--- config.mk ---
export PLATFORM = sky130hd
export DESIGN_NAME = multidrop_command_addressing
export DESIGN_NICKNAME = d
export VERILOG_FILES = /design/src/design/mdrop_pkg.sv /design/src/design/char_fold.sv /design/src/design/turn_gate.sv /design/src/design/multidrop_command_addressing.sv
export SDC_FILE = /design/constraint.sdc
export NUM_CORES = 1
export LEC_CHECK = 0
export ABC_AREA = 1
export BUFFER_PORTS_ARGS = -buffer_cell sky130_fd_sc_hd__clkbuf_2
export CORE_ASPECT_RATIO = 1.2
export CORE_UTILIZATION = 30
export DETAILED_ROUTE_END_ITERATION = 10
export SYNTH_ARGS = -nofsm -noshare
export SYNTH_HDL_FRONTEND = slang
export SYNTH_SLANG_ARGS = --single-unit
--- constraint.sdc ---
create_clock -name clk -period 5.4 [get_ports clk]
set_clock_uncertainty 0.15 [all_clocks]
set_input_delay 1.08 -clock clk [delete_from_list [all_inputs] [get_ports clk]]
set_output_delay 1.08 -clock clk [all_outputs]
set_load 0.01 [all_outputs]
--- src/design/mdrop_pkg.sv ---
/*
  Shared constants, types and helper functions for the multidrop command
  addressing block: character codes, address ranges, command codes,
  reply header sets, parser states and the decoded command carrier.
  Assumes characters arrive as 8-bit codes from a UART on the same clock.
*/
package mdrop_pkg;

  // framing and header characters
  localparam logic [7:0] CH_STAR = 8'h2a;
  localparam logic [7:0] CH_TILDE = 8'h7e;
  localparam logic [7:0] CH_DOLLAR = 8'h24;
  localparam logic [7:0] CH_CR = 8'h0d;
  localparam logic [7:0] CH_EQ = 8'h3d;
  // non-printing command headers used with the alternate header setting
  localparam logic [7:0] ALT_STAR = 8'h01;
  localparam logic [7:0] ALT_TILDE = 8'h02;

  // reply headers: printable set and alternate set
  localparam logic [7:0] RH_ASCII_ASSIGNED = 8'h23;
  localparam logic [7:0] RH_ASCII_NULL = 8'h3f;
  localparam logic [31:0] RH_BIN_NULL_SET = {8'h25, 8'h7c, 8'h26, 8'h5e};
  localparam logic [31:0] RH_BIN_ASSIGNED_SET = {8'h5c, 8'h7b, 8'h7d, 8'h40};
  localparam logic [7:0] ALT_RH_ASCII_ASSIGNED = 8'h03;
  localparam logic [7:0] ALT_RH_ASCII_NULL = 8'h04;
  localparam logic [7:0] ALT_RH_BIN_ASSIGNED = 8'h10;
  localparam logic [7:0] ALT_RH_BIN_NULL = 8'h14;

  // addresses, two bcd digits
  localparam logic [7:0] ADDR_NULL = 8'h00;
  localparam logic [7:0] ID_MAX = 8'h89;
  localparam logic [7:0] GROUP_MIN = 8'h90;
  localparam logic [7:0] GROUP_MAX = 8'h98;
  localparam logic [7:0] ADDR_GLOBAL = 8'h99;
  localparam logic [7:0] GROUP_RESET = 8'h90;
  localparam logic [7:0] SUB_RESET = 8'h00;
  localparam logic [7:0] SUB_MAX = 8'h89;

  // command codes, upper-case letter then a second character, second zero for one letter
  localparam logic [15:0] CODE_WRITE_ENABLE = 16'h5745;
  localparam logic [15:0] CODE_ADDRESS_ASSIGN = 16'h4944;
  localparam logic [15:0] CODE_SERIAL = 16'h5300;
  localparam logic [15:0] CODE_INIT = 16'h494e;
  localparam logic [15:0] CODE_PRESS_BIN_ONCE = 16'h5033;
  localparam logic [15:0] CODE_CONT_PRESS_BIN = 16'h5034;

  // value digit counts
  localparam logic [3:0] DIGITS_SERIAL = 4'h8;
  localparam logic [3:0] DIGITS_ID = 4'h2;
  localparam logic [3:0] DIGITS_GROUP_ID = 4'h4;
  localparam logic [3:0] DIGITS_MAX = 4'h8;

  localparam int TURN_CNT_W = 8;

  typedef enum logic [2:0] {
    P_IDLE = 3'b000,
    P_ADDR_HI = 3'b001,
    P_ADDR_LO = 3'b010,
    P_CODE = 3'b011,
    P_VALUE = 3'b100
  } parse_state_type;

  typedef struct packed {
    logic [7:0] addr;
    logic [15:0] code;
    logic is_read;
    logic binary;
    logic write_enabled;
    logic [3:0] ndig;
    logic [31:0] value;
  } cmd_type;

  function automatic logic [7:0] to_upper(input logic [7:0] c);
    to_upper = (c >= 8'h61 && c <= 8'h7a) ? (c - 8'h20) : c;
  endfunction

  function automatic logic is_digit(input logic [7:0] c);
    is_digit = (c >= 8'h30) && (c <= 8'h39);
  endfunction

  function automatic logic [6:0] bcd2bin(input logic [7:0] b);
    bcd2bin = ({3'h0, b[7:4]} * 7'h0a) + {3'h0, b[3:0]};
  endfunction

  function automatic logic [7:0] reply_header(input logic alt, input logic nul,
                                              input logic bin, input logic [1:0] kind);
    logic [31:0] set;
    set = nul ? RH_BIN_NULL_SET : RH_BIN_ASSIGNED_SET;
    if (!bin)
      reply_header = alt ? (nul ? ALT_RH_ASCII_NULL : ALT_RH_ASCII_ASSIGNED)
                         : (nul ? RH_ASCII_NULL : RH_ASCII_ASSIGNED);
    else if (alt)
      reply_header = (nul ? ALT_RH_BIN_NULL : ALT_RH_BIN_ASSIGNED) + {6'h00, kind};
    else
      reply_header = set[kind*8 +: 8];
  endfunction

endpackage

--- src/design/char_fold.sv ---
/*
  Registers each received character, folds lower case to upper case and
  classifies headers, carriage return and digits in one clock.
  Assumes rx characters are already in the clk domain.
*/
`timescale 1ns/1ps
module char_fold
(
  input wire logic clk,
  input wire logic rst_n,
  input wire logic in_valid,
  input wire logic [7:0] in_char,
  input wire logic alt_sel,
  output logic out_valid,
  output logic [7:0] out_char,
  output logic hdr_star,
  output logic hdr_tilde,
  output logic is_dollar,
  output logic is_cr,
  output logic is_num
);

  logic [7:0] up;
  assign up = mdrop_pkg::to_upper(in_char);

  always_ff @(posedge clk)
  begin
    if (!rst_n)
    begin
      out_valid <= 1'b0;
      out_char <= 8'h00;
      hdr_star <= 1'b0;
      hdr_tilde <= 1'b0;
      is_dollar <= 1'b0;
      is_cr <= 1'b0;
      is_num <= 1'b0;
    end
    else
    begin
      out_valid <= in_valid;
      out_char <= up;
      // header set follows the alternate setting
      hdr_star <= in_valid && (in_char == (alt_sel ? mdrop_pkg::ALT_STAR : mdrop_pkg::CH_STAR));
      hdr_tilde <= in_valid
                   && (in_char == (alt_sel ? mdrop_pkg::ALT_TILDE : mdrop_pkg::CH_TILDE));
      is_dollar <= in_valid && (in_char == mdrop_pkg::CH_DOLLAR);
      is_cr <= in_valid && (in_char == mdrop_pkg::CH_CR);
      is_num <= in_valid && mdrop_pkg::is_digit(in_char);
    end
  end

endmodule

--- src/design/turn_gate.sv ---
/*
  Waits for this unit's turn in a reply sequence by counting carriage
  returns seen on the bus after the command. Position 1 is first.
  Assumes arm and abort are single-cycle pulses on clk.
*/
`timescale 1ns/1ps
module turn_gate
(
  input wire logic clk,
  input wire logic rst_n,
  input wire logic arm,
  input wire logic [6:0] position,
  input wire logic prompted,
  input wire logic cr_seen,
  input wire logic abort,
  output logic go
);

  logic armed_r;
  logic [mdrop_pkg::TURN_CNT_W-1:0] cnt_r;
  logic [mdrop_pkg::TURN_CNT_W-1:0] target_r;

  always_ff @(posedge clk)
  begin
    if (!rst_n)
    begin
      armed_r <= 1'b0;
      cnt_r <= '0;
      target_r <= '0;
      go <= 1'b0;
    end
    else
    begin
      go <= 1'b0;
      if (arm)
      begin
        armed_r <= 1'b1;
        cnt_r <= '0;
        // prompted: a host cr before each reply, plus each earlier reply's cr
        target_r <= prompted ? 8'({position, 1'b0} - 8'h01) : 8'({1'b0, position} - 8'h01);
      end
      else if (abort)
        armed_r <= 1'b0;
      else if (armed_r && cnt_r == target_r)
      begin
        go <= 1'b1;
        armed_r <= 1'b0;
      end
      else if (armed_r && cr_seen)
        cnt_r <= cnt_r + 8'h01;
    end
  end

endmodule

--- src/design/multidrop_command_addressing.sv ---
/*
  Command interpreter and reply sequencer for a networked sensor unit.
  Parses framed host commands, matches unit, group and global addresses,
  keeps the unit address, group and sub-address, and decides when this
  unit may start its reply on a shared multidrop bus or a ring.
  Assumes a UART delivers rx characters on clk and a reply transmitter
  starts on reply_go using reply_hdr and reply_addr.
*/
// How it works
// unassigned multidrop unit answers only null-address commands, header then digits 00
// unassigned unit acts on group and global commands, never replies to global; on the ring the code replies to global directly
// group or global replies wait until the next lower position finished
// global replies follow ascending unit identifier
// group replies follow ascending sub-address
// a missing position stops the chain; the command is complete
// sub-addresses start at 01; group and sub-address written as four digits
// chained option: global replies back to back starting at identifier 01
// host stays silent until the last chained reply ends
// a carriage return during a chain starts the next unit's reply
// prompted option: each reply needs previous end plus a fresh carriage return
// alternate setting uses non-printing headers for commands and replies
// commands open with asterisk or tilde header and close with carriage return
// replies open with one of ten headers, two printable, eight binary
// address is two decimal digits then a one or two character code
// letters of either case are folded to upper case before decoding
// on the ring a dollar sign suspends continuous output while typing
// on the ring an erroneous command is sent back unchanged
// on the ring group and global commands are always passed back
// execute on carriage return; a new header restarts parsing
// only the leading characters needed are decoded, the rest ignored; the code flags a third code character as an error instead
// a value above range is stored as the range maximum
// a command without a value part, or letter plus bare equals, is a read
// after a matching serial command, take the next global identifier
// identifiers 01 to 89, groups 90 to 98, global 99, null at power-up
// group address resets to 90
// parameter changes need a preceding write enable, except initialization
// commands for other addresses are ignored without a reply
`timescale 1ns/1ps
module multidrop_command_addressing
(
  input wire logic clk,
  input wire logic rst_n,
  input wire logic rx_valid,
  input wire logic [7:0] rx_char,
  input wire logic ring_mode,
  input wire logic chained_reply_option,
  input wire logic prompted_reply_option,
  input wire logic alternate_header_select,
  input wire logic [31:0] serial_bcd,
  input wire logic [1:0] binary_kind,
  output logic cmd_valid,
  output mdrop_pkg::cmd_type cmd,
  output logic reply_go,
  output logic [7:0] reply_hdr,
  output logic [7:0] reply_addr,
  output logic [15:0] group_sub,
  output logic suspend,
  output logic echo_req
);

  logic [7:0] f_char;
  logic f_valid, f_star, f_tilde, f_dollar, f_cr, f_num;
  char_fold u_fold
  (
    .clk(clk), .rst_n(rst_n), .in_valid(rx_valid), .in_char(rx_char),
    .alt_sel(alternate_header_select), .out_valid(f_valid), .out_char(f_char),
    .hdr_star(f_star), .hdr_tilde(f_tilde), .is_dollar(f_dollar), .is_cr(f_cr),
    .is_num(f_num)
  );

  mdrop_pkg::parse_state_type state_r;
  mdrop_pkg::cmd_type work_r;
  logic [1:0] code_len_r;
  logic [6:0] pos_r;
  logic [7:0] own_id_r, group_r, sub_r;
  logic err_r, eq_seen_r, we_armed_r, serial_hit_r, arm_r, direct_go_r, gate_go;
  // one-cycle decode of the finished command
  logic exec, is_global, is_group, accept, is_read, wr_ok, nul;
  assign exec = f_cr && state_r != mdrop_pkg::P_IDLE;
  assign is_global = work_r.addr == mdrop_pkg::ADDR_GLOBAL;
  assign is_group = work_r.addr >= mdrop_pkg::GROUP_MIN && work_r.addr <= mdrop_pkg::GROUP_MAX;
  // null address matches only while own id is still null
  assign accept = !err_r && (work_r.addr == own_id_r || is_global
                  || (is_group && work_r.addr == group_r));
  // no value, or one letter with a bare equals, reads the parameter
  assign is_read = !eq_seen_r || (work_r.ndig == 4'h0 && work_r.code[7:0] == 8'h00);
  assign wr_ok = we_armed_r || work_r.code == mdrop_pkg::CODE_INIT;
  assign nul = own_id_r == mdrop_pkg::ADDR_NULL;

  // parser
  always_ff @(posedge clk)
  begin
    if (!rst_n)
    begin
      state_r <= mdrop_pkg::P_IDLE;
      work_r <= '0;
      err_r <= 1'b0;
      code_len_r <= 2'h0;
      eq_seen_r <= 1'b0;
    end
    else if (f_star || f_tilde)
    begin
      // a new header drops any partial command
      state_r <= mdrop_pkg::P_ADDR_HI;
      work_r <= '0;
      work_r.binary <= f_tilde;
      err_r <= 1'b0;
      code_len_r <= 2'h0;
      eq_seen_r <= 1'b0;
    end
    else if (f_cr)
      state_r <= mdrop_pkg::P_IDLE;
    else if (f_valid)
    begin
      case (state_r)
        mdrop_pkg::P_ADDR_HI:
        begin
          work_r.addr[7:4] <= f_char[3:0];
          err_r <= err_r || !f_num;
          state_r <= mdrop_pkg::P_ADDR_LO;
        end
        mdrop_pkg::P_ADDR_LO:
        begin
          work_r.addr[3:0] <= f_char[3:0];
          err_r <= err_r || !f_num;
          state_r <= mdrop_pkg::P_CODE;
        end
        mdrop_pkg::P_CODE:
        begin
          if (f_char == mdrop_pkg::CH_EQ)
          begin
            eq_seen_r <= 1'b1;
            err_r <= err_r || code_len_r == 2'h0;
            state_r <= mdrop_pkg::P_VALUE;
          end
          else if (code_len_r == 2'h0)
          begin
            // folded upper case letter opens the code
            work_r.code[15:8] <= f_char;
            err_r <= err_r || f_char < 8'h41 || f_char > 8'h5a;
            code_len_r <= 2'h1;
          end
          else if (code_len_r == 2'h1)
          begin
            work_r.code[7:0] <= f_char;
            code_len_r <= 2'h2;
          end
          else
            err_r <= 1'b1;
        end
        mdrop_pkg::P_VALUE:
        begin
          // only the first eight digits count; other characters are ignored
          if (f_num && work_r.ndig < mdrop_pkg::DIGITS_MAX)
          begin
            work_r.value <= {work_r.value[27:0], f_char[3:0]};
            work_r.ndig <= work_r.ndig + 4'h1;
          end
        end
        default:
          state_r <= mdrop_pkg::P_IDLE;
      endcase
    end
  end

  // command hand-off to the executor
  always_ff @(posedge clk)
  begin
    if (!rst_n)
    begin
      cmd_valid <= 1'b0;
      cmd <= '0;
    end
    else
    begin
      cmd_valid <= exec && accept;
      if (exec && accept)
      begin
        cmd <= work_r;
        cmd.is_read <= is_read;
        cmd.write_enabled <= wr_ok;
      end
    end
  end

  // address, group and serial match state
  always_ff @(posedge clk)
  begin
    if (!rst_n)
    begin
      own_id_r <= mdrop_pkg::ADDR_NULL;
      group_r <= mdrop_pkg::GROUP_RESET;
      sub_r <= mdrop_pkg::SUB_RESET;
      we_armed_r <= 1'b0;
      serial_hit_r <= 1'b0;
    end
    else if (exec && accept)
    begin
      // write enable covers only the next accepted command
      we_armed_r <= work_r.code == mdrop_pkg::CODE_WRITE_ENABLE;
      if (work_r.code == mdrop_pkg::CODE_SERIAL && is_global && we_armed_r
          && work_r.ndig == mdrop_pkg::DIGITS_SERIAL && work_r.value == serial_bcd)
        serial_hit_r <= 1'b1;
      if (work_r.code == mdrop_pkg::CODE_ADDRESS_ASSIGN && !is_read && we_armed_r
          && (!is_global || serial_hit_r))
      begin
        if (is_global)
          serial_hit_r <= 1'b0;
        if (work_r.ndig == mdrop_pkg::DIGITS_GROUP_ID)
        begin
          // group digits first, sub-address after
          group_r <= work_r.value[15:8] > mdrop_pkg::GROUP_MAX ? mdrop_pkg::GROUP_MAX
                     : work_r.value[15:8] < mdrop_pkg::GROUP_MIN ? mdrop_pkg::GROUP_MIN
                     : work_r.value[15:8];
          sub_r <= work_r.value[7:0] > mdrop_pkg::SUB_MAX ? mdrop_pkg::SUB_MAX
                   : work_r.value[7:0];
        end
        else if (work_r.ndig == mdrop_pkg::DIGITS_ID)
          own_id_r <= work_r.value[7:0] > mdrop_pkg::ID_MAX ? mdrop_pkg::ID_MAX
                      : work_r.value[7:0];
      end
    end
  end

  // reply scheduling
  always_ff @(posedge clk)
  begin
    if (!rst_n)
    begin
      arm_r <= 1'b0;
      pos_r <= 7'h00;
      direct_go_r <= 1'b0;
    end
    else
    begin
      arm_r <= 1'b0;
      direct_go_r <= 1'b0;
      if (exec && accept && is_read)
      begin
        if (ring_mode || (!is_global && !is_group))
          direct_go_r <= 1'b1;
        else if (is_global && !nul)
        begin
          // global order is identifier order; null units stay silent
          arm_r <= 1'b1;
          pos_r <= mdrop_pkg::bcd2bin(own_id_r);
        end
        else if (is_group && sub_r != mdrop_pkg::SUB_RESET)
        begin
          arm_r <= 1'b1;
          pos_r <= mdrop_pkg::bcd2bin(sub_r);
        end
      end
    end
  end

  // counts bus crs; a gap stalls the chain, a silent host is assumed
  turn_gate u_turn
  (
    .clk(clk), .rst_n(rst_n), .arm(arm_r), .position(pos_r), .cr_seen(f_cr),
    .prompted(prompted_reply_option && !chained_reply_option),
    .abort(f_star || f_tilde), .go(gate_go)
  );

  // reply start, header and ring controls
  always_ff @(posedge clk)
  begin
    if (!rst_n)
    begin
      reply_go <= 1'b0;
      reply_hdr <= mdrop_pkg::RH_ASCII_NULL;
      reply_addr <= mdrop_pkg::ADDR_NULL;
      group_sub <= {mdrop_pkg::GROUP_RESET, mdrop_pkg::SUB_RESET};
      suspend <= 1'b0;
      echo_req <= 1'b0;
    end
    else
    begin
      reply_go <= direct_go_r || gate_go;
      // one of two ascii or eight binary headers, from the non-printing alternate set when selected
      reply_hdr <= mdrop_pkg::reply_header(alternate_header_select, nul,
                   cmd.code == mdrop_pkg::CODE_PRESS_BIN_ONCE
                   || cmd.code == mdrop_pkg::CODE_CONT_PRESS_BIN, binary_kind);
      reply_addr <= own_id_r;
      group_sub <= {group_r, sub_r};
      if (ring_mode && f_dollar && state_r == mdrop_pkg::P_IDLE)
        suspend <= 1'b1;
      else if (f_cr || !ring_mode)
        suspend <= 1'b0;
      echo_req <= ring_mode && exec && (err_r || is_group || is_global);
    end
  end

  a_null_no_global: assert property (@(posedge clk) disable iff (!rst_n)
    exec && accept && is_read && is_global && nul && !ring_mode |=> !reply_go [*4])
    else $error("null unit replied to a global command");
  a_direct_reply: assert property (@(posedge clk) disable iff (!rst_n)
    exec && accept && is_read && !is_global && !is_group |-> ##2 reply_go)
    else $error("direct read not answered two cycles after cr");
  a_foreign_ignored: assert property (@(posedge clk) disable iff (!rst_n)
    exec && !err_r && work_r.addr != own_id_r && !is_global && work_r.addr != group_r
    |=> !cmd_valid)
    else $error("command for another address was taken");
  a_chain_first: assert property (@(posedge clk) disable iff (!rst_n)
    exec && accept && is_read && is_global && own_id_r == 8'h01 && !ring_mode
    && !prompted_reply_option |-> ##4 reply_go)
    else $error("identifier 01 did not open the chain");
  a_id_clamped: assert property (@(posedge clk) disable iff (!rst_n)
    own_id_r <= mdrop_pkg::ID_MAX)
    else $error("unit identifier out of range");
  a_group_range: assert property (@(posedge clk) disable iff (!rst_n)
    group_r >= mdrop_pkg::GROUP_MIN && group_r <= mdrop_pkg::GROUP_MAX)
    else $error("group address out of range");
  a_we_needed: assert property (@(posedge clk) disable iff (!rst_n)
    $changed(own_id_r) |-> $past(we_armed_r))
    else $error("identifier changed without write enable");
  a_ring_echo: assert property (@(posedge clk) disable iff (!rst_n)
    ring_mode && exec && is_global |=> echo_req)
    else $error("global command not passed back on ring");
  a_header_restart: assert property (@(posedge clk) disable iff (!rst_n)
    f_star |=> state_r == mdrop_pkg::P_ADDR_HI && work_r.ndig == 4'h0)
    else $error("new header did not restart parsing");
  a_suspend_ends: assert property (@(posedge clk) disable iff (!rst_n)
    suspend && f_cr |=> !suspend)
    else $error("suspend held past carriage return");

  c_group_reply: cover property (@(posedge clk) disable iff (!rst_n) arm_r && is_group ##[1:200] reply_go);
  c_id_assign: cover property (@(posedge clk) disable iff (!rst_n) $changed(own_id_r));
  c_ring_echo: cover property (@(posedge clk) disable iff (!rst_n) echo_req);

endmodule

---- After elaboration in Yosys (flattened, before gate mapping) ----
Cells that the tools add are included.
storage, ports and cells
  register bits after elaboration ......... 234
  input bits .............................. 49
  logic and storage cells ................. 236
operators by class
  bitwise logic cells ..................... 10
  shifts and indexed selects .............. 1
  equal/unequal tests ..................... 28
  $add $sub $neg .......................... 8
  multiply operators ...................... 2
  reductions and logical operators ........ 91
  magnitude comparators ................... 12
  muxes and demuxes ....................... 39
operators with widths
  cell                                                                     count
  16-bit by 15-bit equality test with 1-bit output, second input constant  6
  8-bit two-way mux                                                        7
  8-bit equality test                                                      5
  32-bit equality test                                                     1
  1-bit logical AND                                                        32
  32-bit by 6-bit variable part select with 8-bit output                   1
  31-bit two-way mux                                                       1
  7-bit two-way mux                                                        3
  3-bit AND reduction                                                      7
  1-bit two-way mux                                                        18
  8-bit by 6-bit equality test with 1-bit output, second input constant    2
  8-bit greater-than comparator, second input constant                     2
  8-bit zero test                                                          2
  1-bit logical OR                                                         16
  4-bit AND reduction                                                      4
  7-bit by 4-bit adder with 7-bit output                                   2
  4-bit by 3-bit multiplier with 6-bit output, second input constant       2
  6-bit two-way mux                                                        2
  3-bit one-hot mux with 4 select lines                                    1
  1-bit NOT                                                                10
  5-bit AND reduction                                                      2
  1-bit zero test                                                          9
  3-bit two-way mux                                                        3
  3-bit nonzero test                                                       3
  other kinds (41)                                                         50

---- Longest topological paths before layout ----
Gate-level depths: netlist (run 1).
  depth in word-level cells ............... 9
  depth in mapped cells ................... 14
  depth with buffers taken out ............ 13

---- Modules after synthesis ----
Synthesis (run 1) repeated with hierarchy kept, for this count alone.
unflattened totals
  cells, all modules ...................... 1514
  area total of the unflattened synthesis .. 10896.7 um2
modules (own cells, without submodules)
  module                        cells an instance  seq. area each (um2)  area an instance (um2)  instances
  multidrop_command_addressing  1240               4023.9                9096.2                  1
  turn_gate                     188                360.3                 1177.4                  1
  char_fold                     86                 280.3                 623.1                   1

---- Least setup slack after synthesis (run 1) ----
No wires, ideal clock.
  path type ............................... input-to-reg
  start point ............................. in rst_n
  end point ............................... reg work_r[0] (netlist name)
  required time ........................... 5.180 ns
  setup slack ............................. 3.042 ns
  stages on the path ...................... 6
  setup time .............................. 0.070 ns
  data arrival time ....................... 2.138 ns
  cells stage by stage .................... clkbuf_2 > clkinv_1 > nor2_2 > clkbuf_1 > o21ai_0 > a21oi_1
on the way
  cells in the longest elaborated chain, start to end .. 2
RTL lines
  item                          RTL line                            RTL
  start, declared               multidrop_command_addressing.sv:42  input wire logic rst_n,
  1-bit NOT (no line)           -
  2-bit OR reduction (no line)  -
  end, declared                 multidrop_command_addressing.sv:72  mdrop_pkg::cmd_type work_r;
Every way passes these cells.
A chain may end at the register's enable or synchronous reset.

---- Worst setup path in the final report (run 1) ----
  start point ............................. in rst_n
  end point ............................... reg work_r[4] (netlist name)
Same word-level chain as after synthesis.

==> summary.txt, run 1 <==
Floorplan
  • Initial cell density of the core: 30.4%
  • FP Rows: 75
  • Core area: 34,900 sq um
  • Die width: 174 um
  • IO Pins: 148
  • Die span in y: 208 um
  • DIE AREA: 36,100 sq um

GRT
  • Overflow after GRT: 0
  • GRT met3 Usage: 2.25%
  • Vias in the first global route: 9,029
  • Antenna violations before repair: 0
  • Met2 GRT Util: 28.3%
  • GR Util met1: 21.2%
  • Overall Global Routing Usage: 16.4%
  • Grt peak-use layer: met2
  • First-pass GRT wire length: 47,800 um
  • Largest net degree at the start of global routing: 95

Finish
  • Fin cells: 2,060
  • Final Core Density: 35.7%
  • Area of the multi-input gates: 4950 sq um
  • Most common cell after layout, fill and taps aside: nand2_1
  • Synthesis-to-finish area growth: 17.6%
  • Fillers: 3,819
  • Nets: 1,658
  • Most frequent cells in the layout: nand2_1 (260), nor2_1 (258), dfxtp_1 (233), inv_1 (179), clkbuf_2 (145)
  • Final instance area: 12,500 sq um
  • Antenna cell count: 0
  • Sequential cell area: 4660 sq um
  • Share of cells above drive strength 1: 13.8%

Yosys
  • Synth Net Count: 1,531
  • Post-Syn Area: 10,600 sq um
  • Post-synth top area cell: dfxtp_1
  • Register bit total from synthesis: 233
  • Syn. warnings: 0
  • Post-synth EDFFs: 0
  • Mapped Cells: 1,455
  • Prevailing post-synth register cell: dfxtp_1
  • Register area share after synthesis: 44.0%
  • Synth top area cells: dfxtp_1 (44%), nand2_1 (9.2%), nor2_1 (9.1%)
  • Avg Cell Area, Syn: 7.28 sq um
  • Netlist cell types: 48
  • FFs w/ async S/R, synth: 0%
  • Post-synth top area share: 44.0%

Worst setup path
  • WS Path Type: in -> reg
  • Crit. End Element: flop
  • R2R setup slack: 1.97 ns
  • Critical path required time: 5.72 ns
  • Cell breakdown of the critical path: buf_4 > clkinv_1 > nor2_2 > inv_1 > a211oi_1
  • Crit Path Max Fanout: 40
  • Worst setup SP type: primary input
  • Slowest CP cell: nor2_2
  • Critical Path Max Stage Delay: 0.97 ns
  • Crit path arrival time: 3.83 ns

Clocking
  • Post CTS Setup Buffer Count: 0
  • Worst-path clk slew: 0.06 ns
  • Skew-Pair Late Insertion Delay: 0.56 ns
  • CTS root buffer: clkbuf_16
  • Total CTS buffers: 26
  • CTS sink count: 233
  • H-tree depth: 1
  • CTS tree: done
  • Post-CTS resize count: 0
  • Max Buffers Root-to-Sink: 3
  • Cts-stage hold buffer count: 0

Timing
  • Slew Viols, Final: 0
  • RSZ-0062 raised after global routing: no
  • Fin crit share: 64.9%
  • Worst hold slack: 0.316 ns
  • Final setup viols: 0
  • Crit path time final: 3.51 ns
  • Fin. Hold Viols: 0
  • Post-route setup slack: 1.89 ns
  • Slew headroom: 34.4%
  • Slew @ Worst Pin: 0.983 ns
  • FMAX: 285 MHz
  • Setup tns final: 0 ns

Placed design
  • Hpwl dp: 21,700 um
  • GPL Wtd Cong: 0.891
  • DP Area: 11,600 sq um
  • I/O Buffers: 146
  • DP Worst Slack: 1.37 ns
  • Dpl cells: 2,016

Worst hold path
  • Worst hold path class: reg -> reg

Drt
  • Initial DRC count: 455
  • DR vias: 9,482
  • Total routed wirelength: 29,700 um
  • Drt first pass iters: 5
  • DRC: 0
  • Detail Route Antenna Nets: 0
  • Wire per inst: 14.4 um
  • Vias/cell: 4.60

Pwr
  • Peak VDD IR: 190 uV
  • Pwr Total: 3.58 mW
  • Pwr dens: 287 nW/um^2
  • Leak: 5.61 nW

Outcome
  • Outcome: completed

Flow run
  • Max_cap viols: 0
==> synth_stat cells, drive strengths merged, types with 2 or more instances <==
library cell    n
nor2          267
nand2         265
dfxtp         233
inv           183
o21ai         147
a21oi          81
nand3          49
nor3           37
xnor2          30
clkbuf         27
nand4          24
buf            23
ha             23
xor2           22
o211ai          8
nor4            5
a211oi          4
a31oi           4
fa              4
o22ai           4
or2             4
a2111oi         2
o2111ai         2
==> state kept, by name, indices dropped and copies added (netlist names), 3 cells and up <==
name,cells
cmd,63
pos_r,7
group_sub,16
sub_r,8
u_turn.cnt_r,8
work_r,61
u_fold.out_char,8
u_turn.target_r,8
reply_addr,8
own_id_r,8
reply_hdr,7
group_r,8
state_r,3
==> metal layers <==
| layer | vias to the layer above | share of wire, % |
|---|---|---|
| met5 | - | 0 |
| met4 | 0 | 2.0 |
| met3 | 41 | 4.3 |
| met2 | 198 | 48 |
| met1 | 4358 | 46 |
| li1 | 4885 | - |
==> kinds of logic (layout without fill, tap and decap cells) <==
group                      count (synthesis)  after routing  share of synthesized area, %
and+or+nand+nor                          654            654                          26.3
AOI/OAI and AO/OA                        254            254                          12.6
buffers and inverters                    234            377                          9.27
DFF                                      233            233                          44.0
xor gates and xnor gates                  52             52                          4.30
adders and majority gates                 27             27                          3.47
other                                      1              1                        0.0354
==> layout make-up <==
cell class	count	share of cell area [%]
clock buffer	33	5.83
clock inverter	11	0.743
inverter	184	5.56
multi-input combinational	988	39.7
sequential	233	37.4
tap	462	4.64
timing repair buffer	149	6.07
==> final timing paths <==
kind	from	cells after the start	to
max	rst_n	5	work_r[4]$_SDFFE_PP0P_
min	pos_r[0]$_SDFFE_PN0P_	1	u_turn.target_r[0]$_SDFFE_PN0P_
max reg2reg	work_r[62]$_SDFFE_PP0P_	11	own_id_r[4]$_SDFFE_PN0P_
min reg2reg	pos_r[0]$_SDFFE_PN0P_	1	u_turn.target_r[0]$_SDFFE_PN0P_
==> where the power goes <==
part / internal (mW) / switching [mW] / total, mW
combinational: 0.0492 / 0.0907 / 0.140
sequential: 1.73 / 0.0109 / 1.74
clock: 0.955 / 0.748 / 1.70
total: 2.73 / 0.850 / 3.58
==> critical path: cells and delay by family <==
family / cells / cell delay [ns]
compound gates: 1 / 0.33
buf+inv: 3 / 1.42
simple gates: 1 / 0.97
No activity file was read; power rests on OpenSTA's default activity.
==> run 2: changes to the inputs <==
==> constraint.sdc (replaced) <==
create_clock -name clk -period 3.6 [get_ports clk]
set_clock_uncertainty 0.15 [all_clocks]
set_input_delay 0.72 -clock clk [delete_from_list [all_inputs] [get_ports clk]]
set_output_delay 0.72 -clock clk [all_outputs]
set_load 0.01 [all_outputs]
==> summary.txt, run 2 (synthesis gave the netlist of run 1 again) <==
Pwr
  • Seq pwr share: 47.5% (was 48.5%)
  • Switching share of power: 22.7% (was 23.7%)
  • Power share of the clock group: 48.5% (was 47.6%)
  • Combinational power share: 3.9% (about the same)
  • Pwr Total: 5.48 mW (was 3.58 mW)
  • Pwr dens: 438 nW/um^2 (was 287 nW/um^2)
  • Net switching power: 1.24 mW (was 0.850 mW)
  • Internal power: 4.24 mW (was 2.73 mW)
  • Leak: 5.65 nW (was 5.61 nW)
  • Peak VDD IR: 316 uV (was 190 uV)

Timing
  • Setup tns final: 0 ns (unchanged)
  • Slew Viols, Final: 0 (unchanged)
  • Slew headroom: 37.4% (was 34.4%)
  • Fin. Hold Viols: 0 (unchanged)
  • Final setup viols: 0 (unchanged)
  • Slew @ Worst Pin: 0.938 ns (was 0.983 ns)
  • FMAX: 363 MHz
  • RSZ-0062 raised after global routing: no (unchanged)
  • Crit path time final: 2.75 ns
  • Fin crit share: 76.5%
  • Post-route setup slack: 0.847 ns (was 1.89 ns)
  • Worst hold slack: 0.266 ns (was 0.316 ns)

Drt
  • DRC: 0 (unchanged)
  • Total routed wirelength: 29,600 um (was 29,700 um)
  • Vias/cell: 4.59 (was 4.60)
  • DR vias: 9,489 (was 9,482)
  • Initial DRC count: 601 (was 455)
  • Wire per inst: 14.3 um (was 14.4 um)
  • Detail Route Antenna Nets: 0 (unchanged)
  • Drt first pass iters: 5 (unchanged)

Finish
  • Sequential cell area: 4660 sq um (unchanged)
  • Most frequent cells in the layout: nand2_1 (260), nor2_1 (258), dfxtp_1 (233), inv_1 (179), clkbuf_2 (145) (unchanged)
  • Fin cells: 2,066 (was 2,060)
  • Top reg by flops: cmd (unchanged)
  • Final instance area: 12,500 sq um (about the same)
  • Antenna cell count: 0 (unchanged)
  • Fillers: 3,779 (was 3,819)
  • Final Core Density: 35.9% (was 35.7%)
  • Most common cell after layout, fill and taps aside: nand2_1 (unchanged)
  • Regs by FF count: cmd: 63 flops, work_r: 61 flops, group_sub: 16 flops (unchanged)
  • Share of cells above drive strength 1: 13.9% (was 13.8%)
  • Max reg flops: 63 (unchanged)
  • Synthesis-to-finish area growth: 18.3% (was 17.6%)
  • Nets: 1,664 (was 1,658)
  • Area of the multi-input gates: 4950 sq um (unchanged)

Clocking
  • CTS root buffer: clkbuf_16 (unchanged)
  • Worst-path clk slew: 0.06 ns (about the same)
  • Post CTS Setup Buffer Count: 0 (unchanged)
  • Post-CTS resize count: 0 (unchanged)
  • Total CTS buffers: 26 (unchanged)
  • Skew-Pair Late Insertion Delay: 0.55 ns (was 0.56 ns)
  • Max Buffers Root-to-Sink: 3 (unchanged)
  • CTS sink count: 233 (unchanged)
  • CTS tree: done (unchanged)
  • H-tree depth: 1 (unchanged)
  • Cts-stage hold buffer count: 0 (unchanged)

Placed design
  • I/O Buffers: 146 (unchanged)
  • DP Area: 11,700 sq um (was 11,600 sq um)
  • Dpl cells: 2,022 (was 2,016)
  • DP Worst Slack: 0.859 ns (was 1.37 ns)
  • GPL Wtd Cong: 0.875 (was 0.891)
  • Hpwl dp: 21,600 um (was 21,700 um)

GRT
  • Vias in the first global route: 9,024 (was 9,029)
  • Overall Global Routing Usage: 16.3% (was 16.4%)
  • Overflow after GRT: 0 (unchanged)
  • First-pass GRT wire length: 47,600 um (was 47,800 um)
  • Antenna violations before repair: 0 (unchanged)
  • Largest net degree at the start of global routing: 84 (was 95)

Floorplan
  • FP Rows: 75 (unchanged)
  • Core area: 34,900 sq um (unchanged)
  • Die width: 174 um (unchanged)
  • Initial cell density of the core: 30.4% (unchanged)
  • Die span in y: 208 um (unchanged)
  • IO Pins: 148 (unchanged)
  • DIE AREA: 36,100 sq um (unchanged)

Worst setup path
  • Crit path arrival time: 3.03 ns (was 3.83 ns)
  • Crit. End Element: flop (unchanged)
  • WS Path Type: reg -> reg (was in -> reg)
  • WP buf/inv: 2 (was 3)
  • Worst setup SP type: flop (was primary input)
  • Cell breakdown of the critical path: nand2_1 > nor3_2 > nand2_1 > inv_2 > nor2_2 > nand2_4 > nand2_4 > inv_4 > nand2_1 > nor2_1 > nor2_1 (was buf_4 > clkinv_1 > nor2_2 > inv_1 > a211oi_1)
  • Slowest CP cell: dfxtp_1 (was nor2_2)
  • Crit Path Max Fanout: 44 (was 40)
  • Critical Path Max Stage Delay: 0.53 ns (was 0.97 ns)
  • Critical path required time: 3.87 ns (was 5.72 ns)
  • Cell mode on critical path: nand2_1
  • CP top delay family: simple AND/OR/NAND/NOR gates (was buffers and inverters)

Flow run
  • Max_cap viols: 0 (unchanged)

Outcome
  • Outcome: completed (unchanged)

Worst hold path
  • Worst hold path class: in -> reg (was reg -> reg)
-- run 2: path summary, 6_finish.rpt --
kind | startpoint | end | slack (ns) | cells past startpoint
max | work_r[62]$_SDFFE_PP0P_ | own_id_r[4]$_SDFFE_PN0P_ | 0.85 | 11
min | alternate_header_select | reply_hdr[6]$_SDFF_PP0_ | 0.27 | 2
max reg2reg | work_r[62]$_SDFFE_PP0P_ | own_id_r[4]$_SDFFE_PN0P_ | 0.85 | 11
min reg2reg | pos_r[0]$_SDFFE_PN0P_ | u_turn.target_r[0]$_SDFFE_PN0P_ | 0.30 | 1
-- run 2: final cells by class --
cell class	count	area share [%]
inverter	184	5.53
clock inverter	7	0.829
timing repair buffer	155	6.39
tap	462	4.61
sequential	233	37.2
clock buffer	37	5.92
multi-input combinational	988	39.5
-- run 2: power groups by stage --
stage          sequential (mW)  clock, mW  combinational [mW]
2_1_floorplan             2.66          0               0.136
3_3_place_gp              2.66          0               0.217
3_5_place_dp              2.66          0               0.217
4_1_cts                   2.61       2.73               0.218
5_1_grt                   2.61       2.84               0.244
6_report                  2.61       2.66               0.216
-- run 2: routing by layer --
layer / part of all wire (%) / global-route usage (%) / vias up
met5: 0 / 0 / -
li1: - / - / 4913
met1: 46 / 21.6 / 4294
met3: 4.9 / 2.12 / 42
met2: 47 / 27.2 / 240
met4: 2.3 / 5.55 / 0
==> run 3: changes to the inputs <==
==> constraint.sdc (replaced) <==
create_clock -name clk -period 2.5 [get_ports clk]
set_clock_uncertainty 0.15 [all_clocks]
set_input_delay 0.5 -clock clk [delete_from_list [all_inputs] [get_ports clk]]
set_output_delay 0.5 -clock clk [all_outputs]
set_load 0.01 [all_outputs]
==> summary.txt, run 3 (synthesis gave the netlist of run 1 again) <==
Drt
  • DR vias: 9,601 (was 9,489)
  • Initial DRC count: 558 (was 601)
  • Detail Route Antenna Nets: 0 (unchanged)
  • Wire per inst: 14.6 um (was 14.3 um)
  • Met1 wire length: 13,400 um (was 13,600 um)
  • Drt first pass iters: 5 (unchanged)
  • Met3 wire length: 1480 um (was 1450 um)
  • Total routed wirelength: 30,300 um (was 29,600 um)
  • DRC: 0 (unchanged)
  • Highest layer used for signal routing: met4 (unchanged)
  • Metal2 WL: 14,600 um (was 13,900 um)
  • Vias/cell: 4.61 (was 4.59)

Clocking
  • H-tree depth: 1 (unchanged)
  • Total CTS buffers: 26 (unchanged)
  • CTS root buffer: clkbuf_16 (unchanged)
  • CTS tree: done (unchanged)
  • Post-CTS resize count: 0 (unchanged)
  • CTS sink count: 233 (unchanged)
  • Worst-path clk slew: 0.06 ns (about the same)
  • Skew-Pair Late Insertion Delay: 0.56 ns (was 0.55 ns)
  • Max Buffers Root-to-Sink: 3 (unchanged)
  • Cts-stage hold buffer count: 0 (unchanged)
  • Post CTS Setup Buffer Count: 0 (unchanged)

Timing
  • Setup tns final: 0 ns (unchanged)
  • Slew Viols, Final: 0 (unchanged)
  • RSZ-0062 raised after global routing: no (unchanged)
  • Slew @ Worst Pin: 0.601 ns (was 0.938 ns)
  • Fin crit share: 90.7% (was 76.5%)
  • FMAX: 441 MHz (was 363 MHz)
  • Crit path time final: 2.27 ns (was 2.75 ns)
  • Final setup viols: 0 (unchanged)
  • Slew headroom: 59.9% (was 37.4%)
  • Worst hold slack: 0.0388 ns (was 0.266 ns)
  • Fin. Hold Viols: 0 (unchanged)

GRT
  • Overflow after GRT: 0 (unchanged)
  • Vias in the first global route: 9,370 (was 9,024)
  • Largest net degree at the start of global routing: 94 (was 84)
  • Overall Global Routing Usage: 16.7% (was 16.3%)
  • First-pass GRT wire length: 48,700 um (was 47,600 um)
  • Antenna violations before repair: 0 (unchanged)

Pwr
  • Power share of the clock group: 50.6% (was 48.5%)
  • Internal power: 6.35 mW (was 4.24 mW)
  • Pwr dens: 647 nW/um^2 (was 438 nW/um^2)
  • Seq pwr share: 45.5% (was 47.5%)
  • Switching share of power: 22.9% (was 22.7%)
  • Net switching power: 1.89 mW (was 1.24 mW)
  • Peak VDD IR: 383 uV (was 316 uV)
  • Combinational power share: 3.9% (about the same)
  • Leak: 5.76 nW (was 5.65 nW)

Placed design
  • I/O Buffers: 146 (unchanged)
  • Hpwl dp: 22,300 um (was 21,600 um)
  • GPL Wtd Cong: 0.892 (was 0.875)

Finish
  • Antenna cell count: 0 (unchanged)
  • Max reg flops: 63 (unchanged)
  • Regs by FF count: cmd: 63 flops, work_r: 61 flops, group_sub: 16 flops (unchanged)
  • Top reg by flops: cmd (unchanged)
  • Nets: 1,675 (was 1,664)
  • Fillers: 3,744 (was 3,779)
  • Share of cells above drive strength 1: 14.9% (was 13.9%)
  • Most frequent cells in the layout: nand2_1 (260), nor2_1 (258), dfxtp_1 (233), inv_1 (179), clkbuf_2 (145) (unchanged)
  • Synthesis-to-finish area growth: 20.2% (was 18.3%)
  • Most common cell after layout, fill and taps aside: nand2_1 (unchanged)

Worst setup path
  • Crit Path Max Fanout: 49 (was 44)
  • WS Path Type: reg -> reg (unchanged)
  • Worst setup SP type: flop (unchanged)
  • R2R setup slack: 0.23 ns (was 0.85 ns)
  • Critical path required time: 2.84 ns (was 3.87 ns)
  • Crit path arrival time: 2.61 ns (was 3.03 ns)
  • Crit. End Element: flop (unchanged)

Floorplan
  • FP Rows: 75 (unchanged)
  • Die width: 174 um (unchanged)
  • Die span in y: 208 um (unchanged)
  • IO Pins: 148 (unchanged)
  • Initial cell density of the core: 30.4% (unchanged)
  • DIE AREA: 36,100 sq um (unchanged)
  • Core area: 34,900 sq um (unchanged)

Outcome
  • Outcome: completed (unchanged)

Worst hold path
  • Worst hold path class: in -> reg (unchanged)

Flow run
  • Max_cap viols: 0 (unchanged)
-- run 3: cell count changes in the layout (fill, tap and decap cells not counted), sizes merged --
cell / previous run / this run
clkinv: 5 / 11
bufinv: 2 / 5
clkinvlp: 0 / 2
clkbuf: 182 / 175
buf: 10 / 21
-- run 3: stage by stage --
| step | area, sq um | total power [mW] | std cells | setup slack, ns | util (%) |
|---|---|---|---|---|---|
| after floorplan | 10600 | 4.02 | 1455 | 0.380 | - |
| after global placement | 11800 | 4.15 | 2033 | 0.216 | 33.8 |
| after detailed placement | 11800 | 4.15 | 2033 | 0.250 | 33.8 |
| after CTS | 12700 | 8.35 | 2081 | 0.206 | 36.5 |
| after global routing | 12700 | 8.51 | 2081 | 0.0121 | 36.5 |
| final | 12700 | 8.24 | 2081 | 0.233 | 36.5 |
-- run 3: worst max-delay path: stages (launching register included) --
cell,delay [ns]
dfxtp_1,0.52
inv_1,0.14
nand2_1,0.08
nand2_1,0.05
nor2_1,0.10
nand2_1,0.06
nor2_1,0.13
nor2_2,0.06
nand2_4,0.12
nand2_4,0.13
inv_4,0.16
buf_12,0.24
o21ai_0,0.11
nor2_1,0.11
-- run 3: path summary, 6_finish.rpt --
kind / startpoint / to / cells past startpoint
worst max-delay path: own_id_r[6]$_SDFFE_PN0P_ / cmd[36]$_SDFFE_PN0P_ / 13
worst min-delay path: rx_char[0] / u_fold.out_char[0]$_SDFF_PN0_ / 3
worst max register to register: own_id_r[6]$_SDFFE_PN0P_ / cmd[36]$_SDFFE_PN0P_ / 13
worst min register to register: pos_r[0]$_SDFFE_PN0P_ / u_turn.target_r[0]$_SDFFE_PN0P_ / 1
-- run 3: power by group through the flow --
stage	Combinational (mW)	Clock (mW)	Sequential (mW)
final	0.321	4.16	3.75
after CTS	0.322	4.27	3.75
after floorplan	0.195	0	3.83
after global routing	0.358	4.41	3.75
after detailed placement	0.321	0	3.83
after global placement	0.320	0	3.83
-- run 3: layout make-up --
| cell class | instances | area [sq um] | share of cell area (%) |
|---|---|---|---|
| multi-input cells | 988 | 4950 | 38.9 |
| repair buffers | 166 | 921 | 7.23 |
| inverters | 184 | 693 | 5.44 |
| clock inverters | 18 | 243 | 1.91 |
| flip-flops and latches | 233 | 4660 | 36.6 |
| clock buffers | 30 | 686 | 5.38 |
| well taps | 462 | 578 | 4.54 |
-- run 3: per-layer routing --
layer  GRT usage (%)  vias up
li1                -     4929
met1            21.0     4375
met2            29.1      241
met3            2.23       56
met4            5.55        0
met5               0        -
